==> config.mk <==
export PLATFORM = sky130hd
export DESIGN_NAME = dlrt_timers
export DESIGN_NICKNAME = d
export VERILOG_FILES = /design/src/dlrt_timers.v
export VERILOG_INCLUDE_DIRS = /design/src /design/src/src
export SDC_FILE = /design/constraint.sdc
export NUM_CORES = 1
export LEC_CHECK = 0
export BUFFER_PORTS_ARGS = -buffer_cell sky130_fd_sc_hd__buf_2
export CAP_MARGIN = 10
export CORE_MARGIN = 8
export CORE_UTILIZATION = 50
export CTS_BUF_LIST = sky130_fd_sc_hd__clkbuf_8
export CTS_CLUSTER_SIZE = 28
export DETAILED_ROUTE_END_ITERATION = 16
export PLACE_DENSITY = 0.69
export SKIP_LAST_GASP = 1
export SLEW_MARGIN = 5
export SYNTH_ARGS = -nofsm -noshare
export SYNTH_HDL_FRONTEND = slang
export SYNTH_HIERARCHICAL = 1
export SYNTH_SLANG_ARGS = --single-unit
==> constraint.sdc <==
create_clock -name sys_clk -period 2.3 [get_ports sys_clk]
set_input_delay 0.115 -clock sys_clk [delete_from_list [all_inputs] [get_ports sys_clk]]
set_output_delay 0.115 -clock sys_clk [all_outputs]
set_load 0.02 [all_outputs]
==> src/dlrt_map.vh <==
// register indexes, field positions, reset values and divider counts for the timer block
`ifndef DLRT_MAP_VH
`define DLRT_MAP_VH

// register indexes; byte address on the bus is four times the index
`define DLRT_IDX_TIMER_CONTROL     8'h88
`define DLRT_IDX_MODE_SELECT       8'h89
`define DLRT_IDX_T0_COUNT_LOW      8'h8A
`define DLRT_IDX_T1_COUNT_LOW      8'h8B
`define DLRT_IDX_T0_COUNT_HIGH     8'h8C
`define DLRT_IDX_T1_COUNT_HIGH     8'h8D
`define DLRT_IDX_CLOCK_SELECT      8'h8E
`define DLRT_IDX_RT_CONTROL        8'hC8
`define DLRT_IDX_RT_RELOAD_LOW     8'hCA
`define DLRT_IDX_RT_RELOAD_HIGH    8'hCB
`define DLRT_IDX_RT_COUNT_LOW      8'hCC
`define DLRT_IDX_RT_COUNT_HIGH     8'hCD
`define DLRT_IDX_IRQ_ENABLE        8'hD0

// reset value shared by every register
`define DLRT_RESET_BYTE            8'h00

// timer control fields
`define DLRT_TC_B_OVF              7
`define DLRT_TC_B_RUN              6
`define DLRT_TC_A_OVF              5
`define DLRT_TC_A_RUN              4

// mode select fields
`define DLRT_MS_B_GATE             7
`define DLRT_MS_B_CTR              6
`define DLRT_MS_B_MODE_HI          5
`define DLRT_MS_B_MODE_LO          4
`define DLRT_MS_A_GATE             3
`define DLRT_MS_A_CTR              2
`define DLRT_MS_A_MODE_HI          1
`define DLRT_MS_A_MODE_LO          0

// mode encodings of the legacy timers
`define DLRT_MODE_13BIT            2'h0
`define DLRT_MODE_16BIT            2'h1
`define DLRT_MODE_8RELOAD          2'h2
`define DLRT_MODE_SPLIT            2'h3

// clock select fields
`define DLRT_CS_RT_HIGH_SYS        5
`define DLRT_CS_RT_LOW_SYS         4
`define DLRT_CS_B_SYS              3
`define DLRT_CS_A_SYS              2
`define DLRT_CS_PRESCALE_HI        1
`define DLRT_CS_PRESCALE_LO        0

// prescale encodings
`define DLRT_PRE_DIV12             2'h0
`define DLRT_PRE_DIV4              2'h1
`define DLRT_PRE_DIV48             2'h2
`define DLRT_PRE_EXT8              2'h3

// reload timer control fields
`define DLRT_RC_HIGH_OVF           7
`define DLRT_RC_LOW_OVF            6
`define DLRT_RC_LOW_IRQ_EN         5
`define DLRT_RC_CAPTURE_EN         4
`define DLRT_RC_SPLIT              3
`define DLRT_RC_RUN                2
`define DLRT_RC_EXT_CLK            0

// interrupt enable field
`define DLRT_IE_RT_ENABLE          5

// divider terminal counts
`define DLRT_DIV4_LAST             6'h03
`define DLRT_DIV12_LAST            6'h0B
`define DLRT_DIV48_LAST            6'h2F
`define DLRT_EXT8_LAST             3'h7

`endif

==> src/dlrt_timers.v <==
// legacy timer pair and split-capable reload timer behind an apb register slave
`timescale 1ns/1ns
`include "dlrt_map.vh"


// three-stage pin synchroniser with agreement filter and edge pulses
module dlrt_pin_sync (
	// clock and reset
	input  wire sys_clk,
	input  wire rst,
	// raw pin
	input  wire pin_in,
	// filtered level and one-cycle edge pulses
	output reg  level_reg,
	output reg  rise_reg,
	output reg  fall_reg
);
	reg s1_reg;	// first stage, read only by the second
	reg s2_reg;	// second stage
	reg s3_reg;	// third stage

	// the level only moves once stages two and three agree on a new value
	always @(posedge sys_clk) begin
		if (rst) begin
			s1_reg    <= 1'b0;
			s2_reg    <= 1'b0;
			s3_reg    <= 1'b0;
			level_reg <= 1'b0;
			rise_reg  <= 1'b0;
			fall_reg  <= 1'b0;
		end else begin
			s1_reg   <= pin_in;
			s2_reg   <= s1_reg;
			s3_reg   <= s2_reg;
			rise_reg <= 1'b0;
			fall_reg <= 1'b0;
			if ((s2_reg == s3_reg) && (s3_reg != level_reg)) begin
				level_reg <= s3_reg;
				rise_reg  <= s3_reg;
				fall_reg  <= ~s3_reg;
			end
		end
	end
endmodule

// top of the timer block
module dlrt_timers (
	// clock and reset
	input  wire        sys_clk,
	input  wire        rst,
	// apb slave
	input  wire        psel,
	input  wire        penable,
	input  wire        pwrite,
	input  wire [9:0]  paddr,
	input  wire [31:0] pwdata,
	output reg  [31:0] prdata,
	output reg         pready,
	output reg         pslverr,
	// external count and gate pins, gate inputs already at active-high sense
	input  wire        count_pin_a,
	input  wire        count_pin_b,
	input  wire        gate_input_a,
	input  wire        gate_input_b,
	// external oscillator and low-frequency oscillator
	input  wire        ext_osc_in,
	input  wire        lfo_in,
	// reload timer interrupt request
	output reg         reload_timer_irq
);
	// software-visible registers
	reg [7:0] legacy_timer_mode_select_reg;	// gating, counter select, modes
	reg [7:0] timer_clock_select_reg;	// clock selects and prescale field
	reg [7:0] timer0_count_low_byte_reg;	// timer a low count
	reg [7:0] timer0_count_high_byte_reg;	// timer a high count
	reg [7:0] timer1_count_low_byte_reg;	// timer b low count
	reg [7:0] timer1_count_high_byte_reg;	// timer b high count
	reg       timer_a_run_reg;	// timer a run
	reg       timer_b_run_reg;	// timer b run
	reg       timer_a_overflow_flag_reg;	// timer a overflow
	reg       timer_b_overflow_flag_reg;	// timer b overflow
	reg [7:0] reload_timer_b_control_reg;	// split, run, flags, enables
	reg [7:0] reload_timer_b_reload_low_reg;	// low reload byte
	reg [7:0] reload_timer_b_reload_high_reg;	// high reload byte
	reg [7:0] reload_timer_b_count_low_reg;	// low count
	reg [7:0] reload_timer_b_count_high_reg;	// high count
	reg       reload_timer_irq_enable_reg;	// interrupt enable for reload timer

	// synchronised pins
	wire pin_a_fall;	// count pin a falling edge
	wire pin_b_fall;	// count pin b falling edge
	wire gate_a_lvl;	// gate input a level
	wire gate_b_lvl;	// gate input b level
	wire ext_osc_rise;	// external oscillator rising edge
	wire lfo_rise;	// low-frequency oscillator capture event

	dlrt_pin_sync u_sync_pin_a (.sys_clk(sys_clk), .rst(rst), .pin_in(count_pin_a),
		.level_reg(), .rise_reg(), .fall_reg(pin_a_fall));
	dlrt_pin_sync u_sync_pin_b (.sys_clk(sys_clk), .rst(rst), .pin_in(count_pin_b),
		.level_reg(), .rise_reg(), .fall_reg(pin_b_fall));
	dlrt_pin_sync u_sync_gate_a (.sys_clk(sys_clk), .rst(rst), .pin_in(gate_input_a),
		.level_reg(gate_a_lvl), .rise_reg(), .fall_reg());
	dlrt_pin_sync u_sync_gate_b (.sys_clk(sys_clk), .rst(rst), .pin_in(gate_input_b),
		.level_reg(gate_b_lvl), .rise_reg(), .fall_reg());
	dlrt_pin_sync u_sync_ext (.sys_clk(sys_clk), .rst(rst), .pin_in(ext_osc_in),
		.level_reg(), .rise_reg(ext_osc_rise), .fall_reg());
	dlrt_pin_sync u_sync_lfo (.sys_clk(sys_clk), .rst(rst), .pin_in(lfo_in),
		.level_reg(), .rise_reg(lfo_rise), .fall_reg());

	// clock dividers
	reg [5:0] div_cnt_reg;	// free-running count for div4 and div48
	reg [5:0] div12_cnt_reg;	// separate count so div12 keeps its own phase
	reg [2:0] ext8_cnt_reg;	// counts synchronised oscillator edges
	reg       div4_tick_reg;	// one pulse per 4 system_clock
	reg       div12_tick_reg;	// one pulse per 12 system_clock
	reg       div48_tick_reg;	// one pulse per 48 system_clock
	reg       ext8_tick_reg;	// one pulse per 8 oscillator edges

	// dividers are ticks rather than derived clocks, so everything stays on sys_clk
	always @(posedge sys_clk) begin
		if (rst) begin
			div_cnt_reg    <= 6'h00;
			div12_cnt_reg  <= 6'h00;
			ext8_cnt_reg   <= 3'h0;
			div4_tick_reg  <= 1'b0;
			div12_tick_reg <= 1'b0;
			div48_tick_reg <= 1'b0;
			ext8_tick_reg  <= 1'b0;
		end else begin
			div_cnt_reg    <= (div_cnt_reg == `DLRT_DIV48_LAST) ? 6'h00 : div_cnt_reg + 6'h01;
			div12_cnt_reg  <= (div12_cnt_reg == `DLRT_DIV12_LAST) ? 6'h00 :
				div12_cnt_reg + 6'h01;
			div4_tick_reg  <= (div_cnt_reg[1:0] == `DLRT_DIV4_LAST);
			div12_tick_reg <= (div12_cnt_reg == `DLRT_DIV12_LAST);
			div48_tick_reg <= (div_cnt_reg == `DLRT_DIV48_LAST);
			// oscillator edges come through the synchroniser first
			ext8_tick_reg  <= ext_osc_rise && (ext8_cnt_reg == `DLRT_EXT8_LAST);
			if (ext_osc_rise) begin
				ext8_cnt_reg <= ext8_cnt_reg + 3'h1;
			end
		end
	end

	// field decode
	wire [1:0] timer_a_mode_field =
		legacy_timer_mode_select_reg[`DLRT_MS_A_MODE_HI:`DLRT_MS_A_MODE_LO];
	wire [1:0] timer_b_mode_field =
		legacy_timer_mode_select_reg[`DLRT_MS_B_MODE_HI:`DLRT_MS_B_MODE_LO];
	wire timer_a_pin_gating = legacy_timer_mode_select_reg[`DLRT_MS_A_GATE];
	wire timer_b_pin_gating = legacy_timer_mode_select_reg[`DLRT_MS_B_GATE];
	wire timer_a_counter_select = legacy_timer_mode_select_reg[`DLRT_MS_A_CTR];
	wire timer_b_counter_select = legacy_timer_mode_select_reg[`DLRT_MS_B_CTR];
	wire timer_a_system_clock_select = timer_clock_select_reg[`DLRT_CS_A_SYS];
	wire timer_b_system_clock_select = timer_clock_select_reg[`DLRT_CS_B_SYS];
	wire [1:0] prescale_field =
		timer_clock_select_reg[`DLRT_CS_PRESCALE_HI:`DLRT_CS_PRESCALE_LO];
	wire reload_timer_high_clk_sel = timer_clock_select_reg[`DLRT_CS_RT_HIGH_SYS];
	wire reload_timer_low_clk_sel = timer_clock_select_reg[`DLRT_CS_RT_LOW_SYS];
	wire reload_timer_ext_clk_sel = reload_timer_b_control_reg[`DLRT_RC_EXT_CLK];
	wire reload_timer_split_mode = reload_timer_b_control_reg[`DLRT_RC_SPLIT];
	wire reload_timer_run = reload_timer_b_control_reg[`DLRT_RC_RUN];
	wire reload_timer_low_irq_enable = reload_timer_b_control_reg[`DLRT_RC_LOW_IRQ_EN];
	wire reload_timer_lfo_capture_enable = reload_timer_b_control_reg[`DLRT_RC_CAPTURE_EN];
	wire reload_timer_high_ovf_flag = reload_timer_b_control_reg[`DLRT_RC_HIGH_OVF];
	wire reload_timer_low_ovf_flag = reload_timer_b_control_reg[`DLRT_RC_LOW_OVF];

	// prescaled tick shared by the legacy timers
	reg pre_tick;
	always @* begin
		case (prescale_field)
			`DLRT_PRE_DIV12: pre_tick = div12_tick_reg;
			`DLRT_PRE_DIV4:  pre_tick = div4_tick_reg;
			`DLRT_PRE_DIV48: pre_tick = div48_tick_reg;
			default:         pre_tick = ext8_tick_reg;
		endcase
	end

	// one count step of a legacy timer: {overflow, high, low}
	function [16:0] dlrt_legacy_step;
		input [1:0] mode;
		input [7:0] hi;
		input [7:0] lo;
		reg   [12:0] c13;
		reg   [15:0] c16;
		begin
			c13 = {hi, lo[4:0]} + 13'h0001;
			c16 = {hi, lo} + 16'h0001;
			case (mode)
				`DLRT_MODE_13BIT:	// upper three low bits are left untouched
					dlrt_legacy_step = {(&{hi, lo[4:0]}), c13[12:5], lo[7:5], c13[4:0]};
				`DLRT_MODE_16BIT:
					dlrt_legacy_step = {(&{hi, lo}), c16};
				`DLRT_MODE_8RELOAD:	// high byte is the reload value and stays as is
					dlrt_legacy_step = (lo == 8'hFF) ? {1'b1, hi, hi} :
						{1'b0, hi, lo + 8'h01};
				default:	// split: only the low byte counts here
					dlrt_legacy_step = {(lo == 8'hFF), hi, lo + 8'h01};
			endcase
		end
	endfunction

	// legacy timer stepping
	wire a_split = (timer_a_mode_field == `DLRT_MODE_SPLIT);
	wire a_run = timer_a_run_reg && (!timer_a_pin_gating || gate_a_lvl);
	wire a_tick = timer_a_counter_select ? pin_a_fall :
		(timer_a_system_clock_select ? 1'b1 : pre_tick);
	wire a_high_tick = timer_b_run_reg && (timer_a_system_clock_select ? 1'b1 : pre_tick);
	// while timer a is split, timer b runs from its mode alone and ignores its pin
	wire b_run = a_split ? 1'b1 :
		(timer_b_run_reg && (!timer_b_pin_gating || gate_b_lvl));
	wire b_tick = (timer_b_counter_select && !a_split) ? pin_b_fall :
		(timer_b_system_clock_select ? 1'b1 : pre_tick);
	wire b_active = (timer_b_mode_field != `DLRT_MODE_SPLIT);
	wire [16:0] a_step = dlrt_legacy_step(timer_a_mode_field, timer0_count_high_byte_reg,
		timer0_count_low_byte_reg);
	wire [16:0] b_step = dlrt_legacy_step(timer_b_mode_field, timer1_count_high_byte_reg,
		timer1_count_low_byte_reg);

	reg [7:0] t0_lo_next;	// next timer a low
	reg [7:0] t0_hi_next;	// next timer a high
	reg [7:0] t1_lo_next;	// next timer b low
	reg [7:0] t1_hi_next;	// next timer b high
	reg       a_ovf_set;	// timer a overflow event
	reg       b_ovf_set;	// timer b overflow event

	// hardware next values before software writes are applied
	always @* begin
		t0_lo_next = timer0_count_low_byte_reg;
		t0_hi_next = timer0_count_high_byte_reg;
		t1_lo_next = timer1_count_low_byte_reg;
		t1_hi_next = timer1_count_high_byte_reg;
		a_ovf_set  = 1'b0;
		b_ovf_set  = 1'b0;
		if (a_run && a_tick) begin
			t0_lo_next = a_step[7:0];
			t0_hi_next = a_step[15:8];
			a_ovf_set  = a_step[16];
		end
		// split high byte borrows timer b run and flag
		if (a_split && a_high_tick) begin
			t0_hi_next = timer0_count_high_byte_reg + 8'h01;
			b_ovf_set  = (timer0_count_high_byte_reg == 8'hFF);
		end
		if (b_active && b_run && b_tick) begin
			t1_lo_next = b_step[7:0];
			t1_hi_next = b_step[15:8];
			if (!a_split) begin
				b_ovf_set = b_step[16];
			end
		end
	end

	// reload timer stepping
	wire rt_lo_tick = reload_timer_low_clk_sel ? 1'b1 :
		(reload_timer_ext_clk_sel ? ext8_tick_reg : div12_tick_reg);
	wire rt_hi_tick = reload_timer_high_clk_sel ? 1'b1 :
		(reload_timer_ext_clk_sel ? ext8_tick_reg : div12_tick_reg);

	reg [7:0] rt_lo_next;	// next low count
	reg [7:0] rt_hi_next;	// next high count
	reg       rt_hi_ovf_set;	// high overflow event
	reg       rt_lo_ovf_set;	// low overflow event

	always @* begin
		rt_lo_next    = reload_timer_b_count_low_reg;
		rt_hi_next    = reload_timer_b_count_high_reg;
		rt_hi_ovf_set = 1'b0;
		rt_lo_ovf_set = 1'b0;
		if (!reload_timer_split_mode) begin
			// whole timer on the low clock select; high select has no effect
			if (reload_timer_run && rt_lo_tick) begin
				rt_lo_ovf_set = (reload_timer_b_count_low_reg == 8'hFF);
				if ({reload_timer_b_count_high_reg, reload_timer_b_count_low_reg} == 16'hFFFF) begin
					rt_lo_next    = reload_timer_b_reload_low_reg;
					rt_hi_next    = reload_timer_b_reload_high_reg;
					rt_hi_ovf_set = 1'b1;
				end else begin
					{rt_hi_next, rt_lo_next} = {reload_timer_b_count_high_reg,
						reload_timer_b_count_low_reg} + 16'h0001;
				end
			end
		end else begin
			// low half free-runs in split mode
			if (rt_lo_tick) begin
				rt_lo_ovf_set = (reload_timer_b_count_low_reg == 8'hFF);
				rt_lo_next = rt_lo_ovf_set ? reload_timer_b_reload_low_reg :
					reload_timer_b_count_low_reg + 8'h01;
			end
			if (reload_timer_run && rt_hi_tick) begin
				rt_hi_ovf_set = (reload_timer_b_count_high_reg == 8'hFF);
				rt_hi_next = rt_hi_ovf_set ? reload_timer_b_reload_high_reg :
					reload_timer_b_count_high_reg + 8'h01;
			end
		end
	end

	// capture of the running count on a low-frequency oscillator edge
	wire rt_capture = reload_timer_lfo_capture_enable && reload_timer_run && lfo_rise;

	// apb decode
	wire [7:0] idx = paddr[9:2];	// register index
	wire       aligned = (paddr[1:0] == 2'h0);	// byte address must be word aligned
	wire       wr_fire = psel && penable && pready && pwrite && aligned;	// write lands here
	reg  [7:0] rd_byte;	// read mux
	reg        hit;	// address maps to a register

	always @* begin
		hit = 1'b1;
		case (idx)
			`DLRT_IDX_TIMER_CONTROL: rd_byte = {timer_b_overflow_flag_reg, timer_b_run_reg,
				timer_a_overflow_flag_reg, timer_a_run_reg, 4'h0};
			`DLRT_IDX_MODE_SELECT:    rd_byte = legacy_timer_mode_select_reg;
			`DLRT_IDX_T0_COUNT_LOW:   rd_byte = timer0_count_low_byte_reg;
			`DLRT_IDX_T1_COUNT_LOW:   rd_byte = timer1_count_low_byte_reg;
			`DLRT_IDX_T0_COUNT_HIGH:  rd_byte = timer0_count_high_byte_reg;
			`DLRT_IDX_T1_COUNT_HIGH:  rd_byte = timer1_count_high_byte_reg;
			`DLRT_IDX_CLOCK_SELECT:   rd_byte = timer_clock_select_reg;
			`DLRT_IDX_RT_CONTROL:     rd_byte = reload_timer_b_control_reg;
			`DLRT_IDX_RT_RELOAD_LOW:  rd_byte = reload_timer_b_reload_low_reg;
			`DLRT_IDX_RT_RELOAD_HIGH: rd_byte = reload_timer_b_reload_high_reg;
			`DLRT_IDX_RT_COUNT_LOW:   rd_byte = reload_timer_b_count_low_reg;
			`DLRT_IDX_RT_COUNT_HIGH:  rd_byte = reload_timer_b_count_high_reg;
			`DLRT_IDX_IRQ_ENABLE:     rd_byte = {2'h0, reload_timer_irq_enable_reg, 5'h00};
			default: begin
				rd_byte = 8'h00;
				hit     = 1'b0;
			end
		endcase
	end

	// apb handshake: one wait state, so the read sample and write edge are well defined
	always @(posedge sys_clk) begin
		if (rst) begin
			pready  <= 1'b0;
			pslverr <= 1'b0;
			prdata  <= 32'h00000000;
		end else begin
			pready  <= psel && penable && !pready;
			pslverr <= psel && penable && !pready && !(hit && aligned);
			if (psel && penable && !pready) begin
				prdata <= (hit && aligned && !pwrite) ? {24'h000000, rd_byte} : 32'h00000000;
			end
		end
	end

	wire [7:0] wb = pwdata[7:0];	// written byte
	wire wr_tc = wr_fire && (idx == `DLRT_IDX_TIMER_CONTROL);
	wire wr_rc = wr_fire && (idx == `DLRT_IDX_RT_CONTROL);

	// register file; a software write to a count beats the hardware step
	always @(posedge sys_clk) begin
		if (rst) begin
			legacy_timer_mode_select_reg   <= `DLRT_RESET_BYTE;
			timer_clock_select_reg         <= `DLRT_RESET_BYTE;
			timer0_count_low_byte_reg      <= `DLRT_RESET_BYTE;
			timer0_count_high_byte_reg     <= `DLRT_RESET_BYTE;
			timer1_count_low_byte_reg      <= `DLRT_RESET_BYTE;
			timer1_count_high_byte_reg     <= `DLRT_RESET_BYTE;
			timer_a_run_reg                <= 1'b0;
			timer_b_run_reg                <= 1'b0;
			timer_a_overflow_flag_reg      <= 1'b0;
			timer_b_overflow_flag_reg      <= 1'b0;
			reload_timer_b_control_reg     <= `DLRT_RESET_BYTE;
			reload_timer_b_reload_low_reg  <= `DLRT_RESET_BYTE;
			reload_timer_b_reload_high_reg <= `DLRT_RESET_BYTE;
			reload_timer_b_count_low_reg   <= `DLRT_RESET_BYTE;
			reload_timer_b_count_high_reg  <= `DLRT_RESET_BYTE;
			reload_timer_irq_enable_reg    <= 1'b0;
			reload_timer_irq               <= 1'b0;
		end else begin
			legacy_timer_mode_select_reg <= (wr_fire && idx == `DLRT_IDX_MODE_SELECT) ?
				wb : legacy_timer_mode_select_reg;
			timer_clock_select_reg <= (wr_fire && idx == `DLRT_IDX_CLOCK_SELECT) ?
				wb : timer_clock_select_reg;
			timer0_count_low_byte_reg <= (wr_fire && idx == `DLRT_IDX_T0_COUNT_LOW) ?
				wb : t0_lo_next;
			timer0_count_high_byte_reg <= (wr_fire && idx == `DLRT_IDX_T0_COUNT_HIGH) ?
				wb : t0_hi_next;
			timer1_count_low_byte_reg <= (wr_fire && idx == `DLRT_IDX_T1_COUNT_LOW) ?
				wb : t1_lo_next;
			timer1_count_high_byte_reg <= (wr_fire && idx == `DLRT_IDX_T1_COUNT_HIGH) ?
				wb : t1_hi_next;
			// flags: a hardware set in the clearing cycle wins
			timer_a_run_reg <= wr_tc ? wb[`DLRT_TC_A_RUN] : timer_a_run_reg;
			timer_b_run_reg <= wr_tc ? wb[`DLRT_TC_B_RUN] : timer_b_run_reg;
			timer_a_overflow_flag_reg <= (wr_tc ? wb[`DLRT_TC_A_OVF] :
				timer_a_overflow_flag_reg) | a_ovf_set;
			timer_b_overflow_flag_reg <= (wr_tc ? wb[`DLRT_TC_B_OVF] :
				timer_b_overflow_flag_reg) | b_ovf_set;
			// reload timer control; bit 1 always reads zero
			reload_timer_b_control_reg <= {
				(wr_rc ? wb[`DLRT_RC_HIGH_OVF] : reload_timer_high_ovf_flag) | rt_hi_ovf_set,
				(wr_rc ? wb[`DLRT_RC_LOW_OVF] : reload_timer_low_ovf_flag) | rt_lo_ovf_set,
				wr_rc ? {wb[5:2], 1'b0, wb[0]} : reload_timer_b_control_reg[5:0]};
			// capture takes priority over a write to the reload bytes
			if (rt_capture) begin
				reload_timer_b_reload_low_reg  <= reload_timer_b_count_low_reg;
				reload_timer_b_reload_high_reg <= reload_timer_b_count_high_reg;
			end else begin
				if (wr_fire && idx == `DLRT_IDX_RT_RELOAD_LOW) begin
					reload_timer_b_reload_low_reg <= wb;
				end
				if (wr_fire && idx == `DLRT_IDX_RT_RELOAD_HIGH) begin
					reload_timer_b_reload_high_reg <= wb;
				end
			end
			reload_timer_b_count_low_reg <= (wr_fire && idx == `DLRT_IDX_RT_COUNT_LOW) ?
				wb : rt_lo_next;
			reload_timer_b_count_high_reg <= (wr_fire && idx == `DLRT_IDX_RT_COUNT_HIGH) ?
				wb : rt_hi_next;
			reload_timer_irq_enable_reg <= (wr_fire && idx == `DLRT_IDX_IRQ_ENABLE) ?
				wb[`DLRT_IE_RT_ENABLE] : reload_timer_irq_enable_reg;
			// request level follows the flags; low flag counts only with its enable
			reload_timer_irq <= reload_timer_irq_enable_reg &&
				(reload_timer_high_ovf_flag ||
				(reload_timer_low_irq_enable && reload_timer_low_ovf_flag));
		end
	end
endmodule

### Word-level counts from Yosys, hierarchy flattened

Cells that the tools add are included.
Widths: inputs -> output; s select.

| word-level totals | value |
|---|---|
| output and inout bits | 35 |
| bits in registers | 174 |

| cells by class | value |
|---|---|
| equal/unequal tests | 49 |
| reductions and logical operators | 82 |
| muxes and demuxes | 56 |
| $add $sub $neg | 13 |
| bitwise gates (word level) | 10 |

Operators with widths:

| kind | number |
|---|---|
| $mux 8 | 26 |
| $eq 8x8->1 const B | 18 |
| $pmux 8 s13 | 1 |
| $pmux 17 s3 | 2 |
| $add 16x1->16 const B | 3 |
| $logic_and 1x1->1 | 42 |
| $add 8x1->8 const B | 5 |
| $mux 17 | 2 |
| $reduce_and 16->1 | 2 |
| $add 13x1->13 const B | 2 |
| $reduce_and 13->1 | 2 |
| $mux 1 | 24 |
| $eq 16x16->1 const B | 1 |
| $reduce_or 13->1 | 1 |
| $add 6x1->6 const B | 2 |
| $reduce_bool 3->1 | 4 |
| $reduce_or 2->1 | 6 |
| $eq 2x2->1 const B | 5 |
| $reduce_bool 2->1 | 5 |
| $logic_not 2->1 | 4 |
| $ne 2x2->1 const B | 4 |
| $reduce_and 2->1 | 4 |
| $eq 1x1->1 | 6 |
| $eq 2x1->1 const B | 3 |
| other kinds (14) | 36 |

### Longest topological paths before layout

Gate-level depths: netlist (run 1).

| logic depth | value |
|---|---|
| depth in word-level cells | 9 |
| gate-level depth with buffers | 9 |
| mapped depth without buffers | 7 |

### Cells and area by module

The synthesis (run 1) kept the hierarchy.

By module, submodules not included:

| module | area an instance (µm²) | cells each | sequential area each (µm²) | instances |
|---|---|---|---|---|
| dlrt_timers | 7908.8 | 1024 | 2442.3 | 1 |
| dlrt_pin_sync | 177.7 | 14 | 120.1 | 6 |

### Worst setup path after synthesis (run 1)

No wires, ideal clock.

| timing | value |
|---|---|
| path type | reg2reg |
| from | register timer0_count_low_byte_reg[0] |
| to | register timer0_count_low_byte_reg[2] |
| stages on the path, launching flop included | 8 |
| clock period less this slack | 2088 ps |
| setup slack | 212 ps |
| buffers on the path | 1 |
| arrival | 1985 ps |
| setup time | 103 ps |
| cell sequence | dfxtp_1 -> ha_1 -> nand4_2 -> or4_1 -> buf_2 -> a31oi_1 -> nor2b_1 -> a2111oi_2 |

| on the way | value |
|---|---|
| longest elaborated chain between the ends | 5 |
| elaborated cells on any way between the ends | 8 |

RTL lines:

| element | RTL line | RTL |
|---|---|---|
| from (decl) | dlrt_timers.v:74 | `reg [7:0] timer0_count_low_byte_reg;` |
| from (signal assigned) | dlrt_timers.v:355 | `` timer0_count_low_byte_reg <= `DLRT_RESET_BYTE; `` |
| from (signal assigned) | dlrt_timers.v:375 | `` timer0_count_low_byte_reg <= (wr_fire && idx == `DLRT_IDX_T0_COUNT_LOW) ? `` |
| $add 8x1->8 or $eq 8x8->1 (tied branches) | dlrt_timers.v:195, dlrt_timers.v:197, dlrt_timers.v:194 |  |
| $mux 17 | dlrt_timers.v:194 | `dlrt_legacy_step = (lo == 8'hFF) ? {1'b1, hi, hi} :` |
| $pmux 17 s3 * | dlrt_timers.v:188 | `case (mode)` |
| $mux 8 * | dlrt_timers.v:234 | `if (a_run && a_tick) begin` |
| $mux 8 * | dlrt_timers.v:375 |  |

Mark *: on every way between the ends. The rest lies on a longest branch, timed or not. The select of a mux whose other input is x is not followed.
A chain may end at the register's enable or synchronous reset.

### Final worst setup path (run 1)

| timing | value |
|---|---|
| from | register timer0_count_low_byte_reg[0] |
| to | register prdata[0] |

| on the way | value |
|---|---|
| longest elaborated chain between the ends | 2 |

RTL lines:

| element | RTL line | RTL |
|---|---|---|
| $pmux 8 s13 | dlrt_timers.v:309 | `case (idx)` |
| $mux 8 | dlrt_timers.v:341 | `prdata <= (hit && aligned && !pwrite) ? {24'h000000, rd_byte} : 32'h00000000;` |
| to (signal assigned) | dlrt_timers.v:341 |  |
| to (decl) | dlrt_timers.v:57 | `output reg [31:0] prdata,` |

No other way between the ends.

==> results of run 1 <==
## power by group through the flow
stage                     combinational [mW]  sequential [mW]  clock [mW]
final                                  0.330             2.63        2.09
after global routing                   0.348             2.64        2.24
after CTS                              0.322             2.63        2.11
after detailed placement               0.310             2.69           0
after global placement                 0.310             2.69           0
after floorplan                        0.214             2.69           0
## per-stage QoR
stage	TNS, ns	hold WS [ns]	power [mW]	setup slack (ns)
2_1_floorplan	0	0.179	2.91	0.212
3_5_place_dp	0	0.329	3.00	0.0815
3_3_place_gp	-0.0149	0.323	3.00	-0.0149
6_report	0	0.0343	5.05	0.0980
5_1_grt	0	0.0360	5.23	0.0129
4_1_cts	0	0.0232	5.06	0.0843
## timing repair
action | 4_1_cts | 5_1_grt
endpoints found under the hold margin | 8 | 0
hold buffers | 9 | 0
setup endpoints to repair | 0 | 11
resized for setup | 0 | 7
## layout make-up
class | instances | area (um2)
well taps | 225 | 282
fillers | 1617 | 7250
clock buffers | 17 | 234
inverters | 16 | 60.1
flip-flops and latches | 150 | 3000
repair buffers | 126 | 886
multi-input cells | 852 | 5300
clock inverters | 15 | 170
## placed cells by master, fill, tap and decap left out, types with 6 or more instances in the layout
cell	count
a31oi_1	10
nor3_1	34
a21oi_1	73
nand2b_1	10
nand3_1	59
buf_2	38
inv_1	14
xor2_1	16
and3_1	19
xnor2_1	19
nand4_1	9
a22oi_1	30
o21ai_0	38
nor2b_1	18
a211o_1	8
o21ai_1	7
a2111oi_0	6
or3_1	6
o211ai_1	7
o2111ai_1	6
conb_1	24
clkbuf_8	17
nor2b_4	6
a211oi_1	21
dlygate4sd3_1	9
o22ai_1	11
nor4_1	13
nand2_1	130
a221oi_1	9
nor2_1	103
buf_4	78
ha_1	9
mux2i_1	36
and2_1	6
mux2_2	10
dfxtp_1	149
## final timing paths
path                                 end  slack [ns]  depth (start not counted)
min                   pslverr$_SDFF_PP0_        0.03                          5
min reg2reg  div12_cnt_reg[0]$_SDFF_PP0_        0.44                          1
max reg2reg       prdata[0]$_SDFFE_PP0P_         0.1                          7
max               prdata[0]$_SDFFE_PP0P_         0.1                          7
## routing by layer
metal	share of wire, %	wire length (um)	vias to the layer above
li1	-	-	4105
met5	0	0	-
met4	4.1	1180	0
met2	43	12500	449
met1	43	12400	4127
met3	9.7	2790	84
## critical path, delay by kind of cell, from the launching register on
kind | cells | cell delay (ns)
AO/OA/AOI/OAI | 4 | 1.12
buffers and inverters | 2 | 0.38
flip-flops | 1 | 0.34
multiplexers | 1 | 0.25
==> results_dict.tcl, run 1 <==
set metrics [dict create \
    path_class "reg -> reg" \
    first_iter_violations 1007 \
    hold_path.class "in -> reg" \
    path_clk_slew_ns 0.10 \
    cts_setup_buffers 0 \
    fp.dieArea_um2 22000 \
    synth_area_um2 8740 \
    path_max_fanout 5 \
    cts_tree "built" \
    io_buffers 39 \
    clock_skew_ns 0.0139 \
    rows 48 \
    num_antenna_cells 0 \
    syn_avg_cell_area_um2 8.01 \
    cp_cell_sequence "buf_4, mux2_2, a221oi_1, a211oi_1, a2111oi_0, buf_4, o21ai_1" \
    grt_max_degree 62 \
    slew_headroom_pct 45.9 \
    power_density_nw_per_um2 509 \
    met3_usage_pct 6.08 \
    placed_area_um2 9410 \
    fin_crit_ns 2.20 \
    clock_power_share_pct 41.4 \
    initial_core_util_pct 50.9 \
    cts_buffers 17 \
    setup_viol 0 \
    fp.dieW_um 148 \
    critPathMaxStageDelay_ns 0.70 \
    h-tree-depth 4 \
    worstSkewPairLatency_ns 0.48 \
    run_status "finished, final reports clean" \
    overflow 0 \
    p_int_mw 3.54 \
    area_growth_pct 13.6 \
    maxCapViolations 0 \
    antenna_found_initial 0 \
    use_met2_pct 39.9 \
    drive_above_1_share_pct 16.9 \
    vias 8765 \
    min_from "penable" \
    dp_cells 1360 \
    max_freq_mhz 454 \
    gp_congestion 0.993 \
    first_pass_iters 5 \
    drc_errors 0 \
    ir_worst_vdd_uv 427 \
    p_switching_mw 1.51 \
    drtAntennaViolNets 0 \
    finalMaxSlewViolations 0 \
    worstMarginPinSlew_ns 0.792 \
    nets 1225 \
    critPathLaunch "timer0_count_low_byte_reg[0]$_SDFFE_PP0P_" \
    hold_violations 0 \
    fin_cells 1401 \
    clockRootBuffer "clkbuf_8" \
    yosysWarnings 6 \
    grt_usage_pct 26.6 \
    p_leak_nw 3.51 \
    seqPwrFrac_pct 52.1 \
    cp.arrival_ns 2.57 \
    postSynthCellCount 1092 \
    switching_share_pct 29.9 \
    fin_area_um2 9930 \
    grt_pass1_vias 8332 \
    fin_util_pct 57.8 \
    grt_util_met1_pct 35.5 \
    r2r-start "timer0_count_low_byte_reg[0]$_SDFFE_PP0P_" \
    cp_slowest_cell "a2111oi_0" \
    cts_buffer_depth 2 \
    finalWirelength_mm 28.9 \
    rsz0062_at_grt "false" \
    die_h_um 148 \
    dp_hpwl_mm 20.9 \
    cp.required_ns 2.67 \
    path_common_cell "buf_4" \
    combPwrFrac_pct 6.5 \
    clock_sinks 150 \
    core_um2 17200 \
    end_kind "flip-flop" \
    ios 88 \
    wl_per_cell_um 20.6 \
    via_per_inst 6.26 \
    grt_pass1_wl_mm 46.2 \
    critPathLaunchType "flip-flop" \
    timing.final.crit_share_pct 95.7 \
    grt-busiest-layer "met2" \
]
Power figures use the tool's default switching activity.
==> run 2, diff against run 1 <==
REMOVE_ABC_BUFFERS = 1   (was unset)
==> results_dict.tcl, run 2 (synthesis gave the netlist of run 1 again) <==
set metrics [dict create \
    fin_util_pct 57.7 \
    finalMaxSlewViolations 0 \
    nets 1224 \
    gp_congestion 0.999 \
    critPathMaxStageDelay_ns 0.43 \
    slew_headroom_pct 47.7 \
    fp.dieArea_um2 22000 \
    overflow 0 \
    timing.final.crit_share_pct 95.7 \
    num_antenna_cells 0 \
    power_density_nw_per_um2 516 \
    path_clk_slew_ns 0.08 \
    clock_skew_ns 0.0206 \
    run_status "finished, final reports clean" \
    setup_slack_ns 0.100 \
    path_class "reg -> reg" \
    worstMarginPinSlew_ns 0.777 \
    critPathLaunchType "flip-flop" \
    antenna_found_initial 0 \
    finalWirelength_mm 29.7 \
    fp.dieW_um 148 \
    first_pass_iters 6 \
    crit_buf_inv 0 \
    die_h_um 148 \
    p_leak_nw 3.51 \
    setup_viol 0 \
    worstSkewPairLatency_ns 0.46 \
    fin_crit_ns 2.20 \
    clockRootBuffer "clkbuf_8" \
    layout_common_cells "dfxtp_1 (150), nand2_1 (130), nor2_1 (103), buf_4 (78), a21oi_1 (73)" \
    clock_sinks 150 \
    grt_pass1_wl_mm 46.1 \
    drtAntennaViolNets 0 \
    place_ws_ns -0.167 \
    maxCapViolations 0 \
    end_kind "flip-flop" \
    cp.arrival_ns 2.56 \
    ios 88 \
    drc_errors 0 \
    initial_core_util_pct 50.9 \
    cp_cell_sequence "mux2_2, o221a_2, o31ai_1, xnor2_1, nand3_1, a211oi_1" \
    wl_per_cell_um 21.2 \
    drive_above_1_share_pct 16.4 \
    ir_worst_vdd_uv 404 \
    grt_pass1_vias 8223 \
    cts_setup_buffers 0 \
    cts_tree "built" \
    cp_slowest_cell "dfxtp_1" \
    cts_buffer_depth 2 \
    max_freq_mhz 455 \
    grt_usage_pct 26.6 \
    vias 8812 \
    rsz0062_at_grt "false" \
    total_power_mw 5.11 \
    crit_family "compound AO/OA/AOI/OAI gates" \
    area_growth_pct 13.3 \
    tns_ns 0 \
    final_common_cell "dfxtp_1" \
    h-tree-depth 4 \
    path_max_fanout 12 \
    core_um2 17200 \
    io_buffers 39 \
    cp.required_ns 2.66 \
    cts_buffers 17 \
    hold_violations 0 \
    grt_max_degree 47 \
    first_iter_violations 986 \
    rows 48 \
    hold_path.class "in -> reg" \
    dp_hpwl_mm 21.6 \
    holdWs_ns 0.0398 \
    via_per_inst 6.30 \
]
==> run 2: path summary, 6_finish.rpt <==
path / start / to / slack (ns) / cells past startpoint
max reg2reg: timer_clock_select_reg[1]$_SDFFE_PP0P_ / timer0_count_high_byte_reg[2]$_SDFFE_PP0P_ / 0.10 / 6
min reg2reg: u_sync_pin_b/s1_reg$_SDFF_PP0_ / u_sync_pin_b/s2_reg$_SDFF_PP0_ / 0.45 / 1
min: penable / pready$_SDFF_PP0_ / 0.04 / 5
max: timer_clock_select_reg[1]$_SDFFE_PP0P_ / timer0_count_high_byte_reg[2]$_SDFFE_PP0P_ / 0.10 / 6
==> run 2: area by class of cell <==
cell class | count | area (um2)
clock buffers | 18 | 248
clock inverters | 13 | 155
fillers | 1633 | 7270
inverters | 16 | 60.1
multi-input cells | 852 | 5280
flip-flops and latches | 150 | 3000
well taps | 225 | 282
repair buffers | 125 | 876
==> run 2: worst register-to-register path, stage by stage, from the launching register on <==
cell,delay [ns]
dfxtp_1,0.43
mux2_2,0.40
o221a_2,0.40
o31ai_1,0.41
xnor2_1,0.17
nand3_1,0.09
a211oi_1,0.22
==> run 2: power breakdown <==
group / total, mW / internal (mW) / switching, mW
clock: 2.14 / 1.09 / 1.05
combinational: 0.334 / 0.0935 / 0.241
sequential: 2.63 / 2.62 / 0.0135
==> run 2: per-layer routing <==
| layer | vias up | share of wire, % | routed length, um | global-route usage [%] |
|---|---|---|---|---|
| met5 | - | 0 | 0 | 0 |
| met3 | 91 | 10 | 3120 | 6.35 |
| met2 | 476 | 44 | 13100 | 40.1 |
| met1 | 4150 | 42 | 12400 | 35.4 |
| li1 | 4095 | - | - | - |
| met4 | 0 | 3.7 | 1110 | 11.4 |
==> run 2: metrics by stage <==
stage | cell area [um2] | std cells
CTS | 9890 | 1398
finish | 9900 | 1399
global placement | 9410 | 1360
detailed placement | 9410 | 1360
global route | 9900 | 1399
floorplan | 8330 | 1018
==> run 2: timing repair <==
action	4_1_cts	5_1_grt
setup endpoints to repair	3	2
hold buffers	7	1
resized for setup	1	2
endpoints found under the hold margin	7	1
